--- config.mk ---
export PLATFORM = sky130hd
export DESIGN_NAME = tcpif_flags
export DESIGN_NICKNAME = d
export VERILOG_FILES = /design/src/tcpif_pkg.sv /design/src/tcpif_bank_if.sv /design/src/tcpif_w1c_bank.sv /design/src/tcpif_flags.sv
export VERILOG_INCLUDE_DIRS = /design/src
export SDC_FILE = /design/constraint.sdc
export NUM_CORES = 1
export LEC_CHECK = 0
export BUFFER_PORTS_ARGS = -buffer_cell sky130_fd_sc_hd__buf_2
export CORE_MARGIN = 4
export CORE_UTILIZATION = 45
export CTS_CLUSTER_SIZE = 30
export DETAILED_ROUTE_END_ITERATION = 7
export PLACE_DENSITY = 0.83
export SETUP_SLACK_MARGIN = 0.4
export SLEW_MARGIN = 25
export SYNTH_ARGS = -nofsm -noshare
export SYNTH_HDL_FRONTEND = slang
export SYNTH_SLANG_ARGS = --single-unit
--- constraint.sdc ---
create_clock -name sys_clk_i -period 1.6 [get_ports sys_clk_i]
set_clock_uncertainty 0.15 [all_clocks]
set_input_delay 0.08 -clock sys_clk_i [delete_from_list [all_inputs] [get_ports sys_clk_i]]
set_output_delay 0.08 -clock sys_clk_i [all_outputs]
set_load 0.02 [all_outputs]
--- src/tcpif_cfg.svh ---
// Purpose: Offsets, bit positions and reset values of the port interrupt flags
// Assumes: Byte-wide register port, one clock
// Notes:   Definitions only
`ifndef TCPIF_CFG_SVH
`define TCPIF_CFG_SVH

`define TCPIF_DATA_W                  8
`define TCPIF_LVL_W                   2
`define TCPIF_ADDR_PRIMARY            8'h14
`define TCPIF_ADDR_SECONDARY          8'h15
`define TCPIF_FLAGS_RESET             8'h00
`define TCPIF_LVL_RESET               2'h0
`define TCPIF_PRI_VALID               8'h07
`define TCPIF_SEC_VALID               8'h6F

`define TCPIF_ATTACH_EVENT_FLAG       0
`define TCPIF_DETACH_EVENT_FLAG       1
`define TCPIF_CURRENT_LEVEL_CHANGE    2

`define TCPIF_REMEDY_STARTED_FLAG     0
`define TCPIF_FORCED_ROLE_DONE_FLAG   1
`define TCPIF_FORCED_ROLE_FAILED_FLAG 2
`define TCPIF_REMEDY_FAILED_FLAG      3
`define TCPIF_RESERVED_LOW            4
`define TCPIF_REMEDY_VBUS_ON_REQUEST  5
`define TCPIF_REMEDY_VBUS_OFF_REQUEST 6
`define TCPIF_RESERVED_HIGH           7

`endif

--- src/tcpif_pkg.sv ---
// Purpose: Shared types of the port interrupt flags
// Assumes: Constants live in tcpif_cfg.svh
// Notes:   Types only
`default_nettype none
`include "tcpif_cfg.svh"

package tcpif_pkg;
  typedef logic [`TCPIF_DATA_W-1:0] tcpif_byte_t;
  typedef logic [`TCPIF_LVL_W-1:0]  tcpif_lvl_t;
endpackage

`default_nettype wire

--- src/tcpif_bank_if.sv ---
// Purpose: Set, clear and flag lines between top and a flag bank
// Assumes: One clock domain
// Notes:   Owner holds the flags
`timescale 1ns/1ps
`default_nettype none

interface tcpif_bank_if;
  tcpif_pkg::tcpif_byte_t set;
  tcpif_pkg::tcpif_byte_t clr;
  tcpif_pkg::tcpif_byte_t flags;
  modport owner (input set, input clr, output flags);
  modport user  (output set, output clr, input flags);
endinterface

`default_nettype wire

--- src/tcpif_w1c_bank.sv ---
// Purpose: Eight sticky flags, set by events, cleared by writing one
// Assumes: Set and clear are one-cycle strobes on sys_clk_i
// Notes:   Bits outside VALID stay zero
`timescale 1ns/1ps
`default_nettype none
`include "tcpif_cfg.svh"

module tcpif_w1c_bank #(
  parameter tcpif_pkg::tcpif_byte_t VALID = `TCPIF_SEC_VALID
) (
  input  wire logic         sys_clk_i,
  input  wire logic         rst_i,
  tcpif_bank_if.owner       bank
);

  tcpif_pkg::tcpif_byte_t flag_r;
  tcpif_pkg::tcpif_byte_t flag_nxt;

  // Set beats a clear in the same cycle
  always_comb begin
    flag_nxt = ((flag_r & ~bank.clr) | bank.set) & VALID; // see RULE_04 see RULE_12 see RULE_14
  end

  always_ff @(posedge sys_clk_i or posedge rst_i) begin
    if (rst_i) begin
      flag_r <= `TCPIF_FLAGS_RESET;
    end else begin
      flag_r <= flag_nxt;
    end
  end

  assign bank.flags = flag_r;

  genvar gi;
  generate
    for (gi = 0; gi < `TCPIF_DATA_W; gi++) begin : g_chk
      if (VALID[gi]) begin : g_valid

      end else begin : g_rsvd

      end
    end
  endgenerate
endmodule // tcpif_w1c_bank

`default_nettype wire

--- src/tcpif_flags.sv ---
// Purpose: Primary and secondary interrupt flag registers and interrupt pin
// Assumes: Event inputs come from logic on sys_clk_i; masks from the mask registers
// Notes:   Register port is the byte port behind the serial interface
// Behaviour
// RULE_01 - Level change sets primary bit two
// RULE_02 - Detach sets primary bit one
// RULE_03 - Attach sets primary bit zero
// RULE_04 - Secondary at 15h, zero reset, write-one-clears
// RULE_05 - Remedy VBUS-off request sets secondary bit six
// RULE_06 - Remedy VBUS-on request sets secondary bit five
// RULE_07 - Remedy failure sets secondary bit three
// RULE_08 - Forced role failure sets secondary bit two
// RULE_09 - Forced role success sets secondary bit one
// RULE_10 - Remedy start sets secondary bit zero
// RULE_11 - Mask blocks pin, flag still sets
// RULE_12 - Primary at 14h, zero reset, write-one-clears
// RULE_13 - Pin low while any unmasked flag set
// RULE_14 - Secondary bits seven, four read zero
`timescale 1ns/1ps
`default_nettype none
`include "tcpif_cfg.svh"

module tcpif_flags (
  input  wire logic                     sys_clk_i,
  input  wire logic                     rst_i,
  input  wire tcpif_pkg::tcpif_lvl_t    advertised_current_level_i,
  input  wire logic                     attach_active_i,
  input  wire logic                     remedy_vbus_off_request_i,
  input  wire logic                     remedy_vbus_on_request_i,
  input  wire logic                     remedy_failed_i,
  input  wire logic                     forced_role_failed_i,
  input  wire logic                     forced_role_done_i,
  input  wire logic                     remedy_started_i,
  input  wire tcpif_pkg::tcpif_byte_t   primary_mask_i,
  input  wire tcpif_pkg::tcpif_byte_t   secondary_mask_i,
  input  wire tcpif_pkg::tcpif_byte_t   reg_addr_i,
  input  wire logic                     reg_wr_i,
  input  wire tcpif_pkg::tcpif_byte_t   reg_wdata_i,
  input  wire logic                     reg_rd_i,
  output logic [`TCPIF_DATA_W-1:0]      reg_rdata_o,
  output logic                          int_n_o
);

  tcpif_bank_if pri_if ();
  tcpif_bank_if sec_if ();

  tcpif_pkg::tcpif_lvl_t  lvl_prev_r;
  logic                   attach_prev_r;
  logic                   lvl_change;
  logic                   attach_rise;
  logic                   attach_fall;
  logic                   pri_wr;
  logic                   sec_wr;
  tcpif_pkg::tcpif_byte_t pending;
  tcpif_pkg::tcpif_byte_t rdata_r;
  logic                   int_n_r;

  // Previous values for edge and change detection
  always_ff @(posedge sys_clk_i or posedge rst_i) begin
    if (rst_i) begin
      lvl_prev_r    <= `TCPIF_LVL_RESET;
      attach_prev_r <= 1'b0;
    end else begin
      lvl_prev_r    <= advertised_current_level_i;
      attach_prev_r <= attach_active_i;
    end
  end

  assign lvl_change  = (advertised_current_level_i != lvl_prev_r); // see RULE_01
  assign attach_rise = attach_active_i && !attach_prev_r;          // see RULE_03
  assign attach_fall = !attach_active_i && attach_prev_r;          // see RULE_02

  // Register write decode
  assign pri_wr = reg_wr_i && (reg_addr_i == `TCPIF_ADDR_PRIMARY);   // see RULE_12
  assign sec_wr = reg_wr_i && (reg_addr_i == `TCPIF_ADDR_SECONDARY); // see RULE_04

  // Primary event set vector
  always_comb begin
    pri_if.set = `TCPIF_FLAGS_RESET;
    pri_if.set[`TCPIF_CURRENT_LEVEL_CHANGE] = lvl_change;  // see RULE_01
    pri_if.set[`TCPIF_DETACH_EVENT_FLAG]    = attach_fall; // see RULE_02
    pri_if.set[`TCPIF_ATTACH_EVENT_FLAG]    = attach_rise; // see RULE_03
    pri_if.clr = pri_wr ? reg_wdata_i : `TCPIF_FLAGS_RESET; // see RULE_12
  end

  // Secondary event set vector
  always_comb begin
    sec_if.set = `TCPIF_FLAGS_RESET;
    sec_if.set[`TCPIF_REMEDY_VBUS_OFF_REQUEST] = remedy_vbus_off_request_i; // see RULE_05
    sec_if.set[`TCPIF_REMEDY_VBUS_ON_REQUEST]  = remedy_vbus_on_request_i;  // see RULE_06
    sec_if.set[`TCPIF_REMEDY_FAILED_FLAG]      = remedy_failed_i;           // see RULE_07
    sec_if.set[`TCPIF_FORCED_ROLE_FAILED_FLAG] = forced_role_failed_i;      // see RULE_08
    sec_if.set[`TCPIF_FORCED_ROLE_DONE_FLAG]   = forced_role_done_i;        // see RULE_09
    sec_if.set[`TCPIF_REMEDY_STARTED_FLAG]     = remedy_started_i;          // see RULE_10
    sec_if.clr = sec_wr ? reg_wdata_i : `TCPIF_FLAGS_RESET; // see RULE_04
  end

  tcpif_w1c_bank #(
    .VALID (`TCPIF_PRI_VALID)
  ) u_pri_bank (
    .sys_clk_i (sys_clk_i),
    .rst_i     (rst_i),
    .bank      (pri_if.owner)
  );

  tcpif_w1c_bank #(
    .VALID (`TCPIF_SEC_VALID)
  ) u_sec_bank (
    .sys_clk_i (sys_clk_i),
    .rst_i     (rst_i),
    .bank      (sec_if.owner)
  );

  // Unmasked pending flags; masked flags still set
  assign pending = (pri_if.flags & ~primary_mask_i) | (sec_if.flags & ~secondary_mask_i); // see RULE_11

  // Interrupt pin, active low
  always_ff @(posedge sys_clk_i or posedge rst_i) begin
    if (rst_i) begin
      int_n_r <= 1'b1;
    end else begin
      int_n_r <= ~(|pending); // see RULE_13
    end
  end

  // Read data, captured on read strobe; unmapped reads give zero
  always_ff @(posedge sys_clk_i or posedge rst_i) begin
    if (rst_i) begin
      rdata_r <= `TCPIF_FLAGS_RESET;
    end else if (reg_rd_i) begin
      case (reg_addr_i)
        `TCPIF_ADDR_PRIMARY:   rdata_r <= pri_if.flags;  // see RULE_12
        `TCPIF_ADDR_SECONDARY: rdata_r <= sec_if.flags;  // see RULE_04
        default:               rdata_r <= `TCPIF_FLAGS_RESET;
      endcase
    end
  end

  assign reg_rdata_o = rdata_r;
  assign int_n_o     = int_n_r;
endmodule // tcpif_flags

`default_nettype wire

Yosys cells after proc, flatten, opt, wreduce, memory -nomap -nowiden
Cells that the tools add are included.
{"block": "word_totals", "ff_bits": 21, "input_bits": 45, "output_inout_bits": 9, "word_cells": 31}
{"block": "op_classes", "n_eq_ne": 3, "mux": 3, "bitwise_logic": 12, "n_reduce_logical": 7}
{"operator": "8-bit by 5-bit == test with 1-bit output, second input constant", "n": 2}
{"operator": "8-bit NOT", "n": 2}
{"operator": "7-bit one-hot mux with 2 select lines", "n": 1}
{"operator": "3-bit by 8-bit AND with 8-bit output", "n": 1}
{"operator": "7-bit by 8-bit AND with 8-bit output", "n": 1}
{"operator": "8-bit bitwise OR", "n": 1}
{"operator": "8-bit OR reduction", "n": 1}
{"operator": "7-bit AND", "n": 1}
{"operator": "7-bit two-way mux", "n": 1}
{"operator": "7-bit NOT", "n": 1}
{"operator": "7-bit bitwise OR", "n": 1}
{"operator": "1-bit logical AND", "n": 4}
{"operator": "3-bit AND", "n": 1}
{"operator": "3-bit two-way mux", "n": 1}
{"operator": "3-bit NOT", "n": 1}
{"operator": "3-bit bitwise OR", "n": 1}
{"operator": "1-bit logical NOT", "n": 2}
{"operator": "2-bit inequality test", "n": 1}
{"operator": "1-bit NOT", "n": 1}

Depth between registers and ports, before layout
{"block": "depth", "word_depth": 6, "mapped_depth": 4, "depth_no_buf": 3}

By module
From an unflattened synthesis, not the netlist that was laid out.
{"block": "hier_totals", "cells_unflattened": 127, "hier_area_um2": 1227.4}
{"mod": "tcpif_flags", "n_inst": 1, "cells_each": 89, "area_each_um2": 833.3, "seq_area_each_um2": 301.5}
{"mod": "tcpif_w1c_bank (u_sec_bank)", "n_inst": 1, "cells_each": 22, "area_each_um2": 240.2, "seq_area_each_um2": 150.1}
{"mod": "tcpif_w1c_bank (u_pri_bank)", "n_inst": 1, "cells_each": 16, "area_each_um2": 153.9, "seq_area_each_um2": 75.1}

Worst setup path before layout
OpenSTA, ideal clock, no wires.
{"block": "synth_timing", "path_type": "input -> register", "startpoint": "input reg_addr_i[5]", "endpoint": "register u_pri_bank.flag_r[2] (netlist: u_pri_bank.bank.flags[2])", "setup_ps": 133, "arrival_time_ps": 818, "required_time_ps": 1317, "path_slack_ps": 499, "path_stages": 3, "path_buffers": 0, "path_cell_list": "nor4b_4 -> and4b_1 -> o211ai_1"}
{"block": "synth_between", "elab_chain_cells": 6}
{"element": "start: declaration", "line": "tcpif_flags.sv:36", "text": "input wire tcpif_pkg::tcpif_byte_t reg_addr_i,"}
{"element": "8-bit by 5-bit == test with 1-bit output"}
{"element": "1-bit logical AND", "line": "tcpif_flags.sv:74", "text": "assign pri_wr = reg_wr_i && (reg_addr_i == `TCPIF_ADDR_PRIMARY);"}
{"element": "3-bit two-way mux (no line)"}
{"element": "3-bit NOT", "line": "tcpif_w1c_bank.sv:21", "text": "flag_nxt = ((flag_r & ~bank.clr) | bank.set) & VALID;"}
{"element": "3-bit AND", "line": "tcpif_w1c_bank.sv:21"}
{"element": "3-bit bitwise OR", "line": "tcpif_w1c_bank.sv:21"}
{"element": "named net u_pri_bank.flag_nxt[2]", "line": "tcpif_w1c_bank.sv:17", "text": "tcpif_pkg::tcpif_byte_t flag_nxt;"}
{"element": "end signal: assignment", "line": "tcpif_w1c_bank.sv:26", "text": "flag_r <= `TCPIF_FLAGS_RESET;"}
{"element": "end signal: assignment", "line": "tcpif_w1c_bank.sv:28", "text": "flag_r <= flag_nxt;"}
{"element": "end: declaration", "line": "tcpif_w1c_bank.sv:16", "text": "tcpif_pkg::tcpif_byte_t flag_r;"}
The timed path passes the listed nets, and every way through them passes these cells.
A chain may end at the register's enable or synchronous reset.

Final worst setup path
{"block": "layout_timing", "startpoint": "register int_n_r (netlist: int_n_o)", "endpoint": "output int_n_o"}
{"element": "start: declaration", "line": "tcpif_flags.sv:56", "text": "logic int_n_r;"}
{"element": "start signal: assignment", "line": "tcpif_flags.sv:122", "text": "int_n_r <= ~(|pending);"}
{"element": "end: declaration", "line": "tcpif_flags.sv:41", "text": "output logic int_n_o"}
No word-level cell between the ends.

==> flow_summary.toml <==
[timing]
whs_ps = 10.91
final-max-slew-violation-count = 0
relSlewSlack_pct = 53.83
final-setup-viol-count = 0
fmax_mhz = 850.8
rsz0062_at_grt = "yes"
tns_ps = 0
hold_violations = 0
post-route-period-util_pct = 73.46
worstMarginPinSlew_ps = 691.7
period_minus_slack_ps = 1175

[synthesis]
ys_seq_elements = 19
async_flop_share_pct = 100.0
synth_edf_count = 0
syn_inst = 85
synth_most_common_cell = "dfrtp_1"
syn_avg_cell_area_sq_um = 10.64
ys_top_cells_by_area = "dfrtp_1 50%, o22ai_1 5.5%, inv_1 5.4%"
yosysWarnings = 0
synth_common_cells = "18 x dfrtp_1, 13 x inv_1, 8 x o22ai_1, 6 x a21o_1, 6 x nand4_1"
ys.flop_type = "dfrtp_1"
synth_area_sq_um = 904.6
ys_seq_area_share_pct = 52.70
yosys.area.top_type = "dfrtp_1"
synth_cell_types = 26
synth.top_cell.area_share_pct = 49.79

[power]
leakage_nw = 0.6821
power.density_mw_per_mm2 = 613.5
ir_drop_mv = 0.5219
power.total_mw = 0.8720

[die]
die_w_um = 52.84
start_util_pct = 49.69
row_count = 15
coreArea_sq_mm = 0.001821
die_h_um = 52.84
io_pins = 54
dieArea_sq_mm = 0.002792

[critical_path]
critical_path_class = "flip-flop to output pin"
crit_chain = "buf_6"
worst_path_dominant_cell_family = "flip-flops"
end_kind = "output pin"
crit_fanout = 1
slowest_stage = "dfstp_2"
crit_path_max_incr_delay_ps = 540
cp-start-kind = "flip-flop"
crit_start = "int_n_o$_DFF_PP1_"
reg2reg_from = "u_pri_bank.bank.flags[2]$_DFF_PP0_"
critical_path_buf_inv_count = 1
cp.arrival_ps = 950
worstPathRequired_ps = 1370

[global_routing]
antenna_found_initial = 0
grt.total_usage_pct = 17.63
overflow = 0
grt_pass1_vias = 882
grt_pass1_wl_um = 3560
grt_max_degree = 20

[clocking]
post-cts-setup-buffers = 0
cts_tree = "built"
clkTransAtPathRegs_ps = 110
clockRootBuffer = "clkbuf_4"
clockBufferDepth = 2
insertion_delay_ps = 290
cts.sinks = 19
numCtsBuffers = 3
h-tree-depth = 1

[finish]
drive_gt1_share_pct = 34.42
fin_util_pct = 78.08
synthToLayoutAreaGrowth_pct = 57.12
design_area_sq_mm = 0.001421
num_antenna_cells = 0
nNetsFinal = 200

[drt]
antenna_left = 0
wl_per_cell_um = 12.94
vias = 871
wl_um = 2317
drtPass1Iterations = 3
drc = 0
drt-vias-per-instance = 4.866
drtIter0Drc = 6

[hold_path]
holdCritPathClass = "primary input to flip-flop"
hold_start = "primary_mask_i[1]"

[job]
drv_cap = 0

[placed_design]
gp_congestion = 0.7888
place_area_sq_mm = 0.001137
io_buffers = 42

[run_status]
status = "finished, final reports clean"
-- cells in the final DEF (no fill, tap or decap), drive strengths merged --
cell	synthesis	final
and4b	1	1
dfstp	1	1
dfrtp	18	18
nand2b	3	3
nand3	3	3
o2bb2ai	1	1
nor4	1	1
nand4b	2	2
mux2	3	3
buf	3	44
nor3b	1	1
o22ai	8	8
nor2b	1	1
a21o	6	6
clkinv	0	1
conb	1	2
xnor2	2	2
nand4	6	6
nand2	4	4
inv	13	13
o2111ai	1	1
o211ai	1	1
nor4bb	1	1
clkbuf	2	3
dlygate4sd3	0	25
nor4b	1	1
a22o	1	1
-- tightest hold or removal path: cells and delay by family --
| kind | cells | cell delay [ps] |
|---|---|---|
| AND/OR/NAND/NOR | 2 | 170 |
| buffers and inverters | 1 | 100 |
| AO/OA/AOI/OAI | 1 | 100 |
-- area by class of cell --
| type | count | area [sq um] |
|---|---|---|
| Clock buffer | 3 | 22.52 |
| Multi-Input combinational cell | 49 | 355.3 |
| Inverter | 13 | 48.80 |
| Fill cell | 130 | 399.1 |
| Tap cell | 25 | 31.28 |
| Sequential cell | 19 | 476.7 |
| Clock inverter | 1 | 5.005 |
| Timing Repair Buffer | 69 | 481.7 |
-- routing by layer --
| layer | track usage (%) | vias to the layer above | wire length [um] |
|---|---|---|---|
| met3 | 2.564 | 2 | 125 |
| li1 | - | 437 | - |
| met5 | 0 | - | 0 |
| met1 | 19.24 | 399 | 917 |
| met4 | 6.809 | 0 | 21 |
| met2 | 33.47 | 33 | 1252 |
-- kinds of logic (layout without fill, tap and decap cells) --
group                  Yosys count  in the layout  share of synthesized area [%]
multiplexers                     3              3                          3.734
buffers and inverters           18             86                          8.437
flip-flops                      19             19                          52.70
AND/OR/NAND/NOR                 24             24                          18.53
other                            1              2                         0.4145
XOR/XNOR                         2              2                          1.937
AO/OA/AOI/OAI                   18             18                          14.25
-- sequential cells by signal, summed over array words and instances (netlist names) --
name                   count
attach_prev_r              1
int_n_o                    1
lvl_prev_r                 2
reg_rdata_o                6
u_pri_bank.bank.flags      3
u_sec_bank.bank.flags      6
-- report_power, final --
part,internal (mW),total (mW),switching [mW]
logic,0.0888,0.150,0.0613
clock network,0.0928,0.234,0.141
registers,0.485,0.488,0.00254
total,0.667,0.872,0.205
-- what timing repair did --
item | CTS | global route
gates resized for setup | 1 | 1
hold buffers | 25 | 0
setup endpoints to repair | 1 | 1
endpoints found under the hold margin | 37 | 0
-- worst paths after layout --
| kind | depth (start not counted) | slack [ps] | endpoint |
|---|---|---|---|
| min reg2reg | 1 | 300 | u_pri_bank.bank.flags[0]$_DFF_PP0_ |
| min | 4 | 10 | int_n_o$_DFF_PP1_ |
| min in group asynchronous | 3 | 280 | reg_rdata_o[5]$_DFFE_PP0P_ |
| max in group asynchronous | 3 | 580 | u_sec_bank.bank.flags[0]$_DFF_PP0_ |
| max reg2reg | 3 | 510 | int_n_o$_DFF_PP1_ |
| max | 1 | 420 | int_n_o |
-- metrics by stage --
step,setup WS [ps],instances
6_report,424.6,179
5_1_grt,375.4,179
4_1_cts,418.8,179
3_5_place_dp,329.3,150
3_3_place_gp,363.3,150
2_1_floorplan,499.4,86
(Power assumes the default switching activity.)
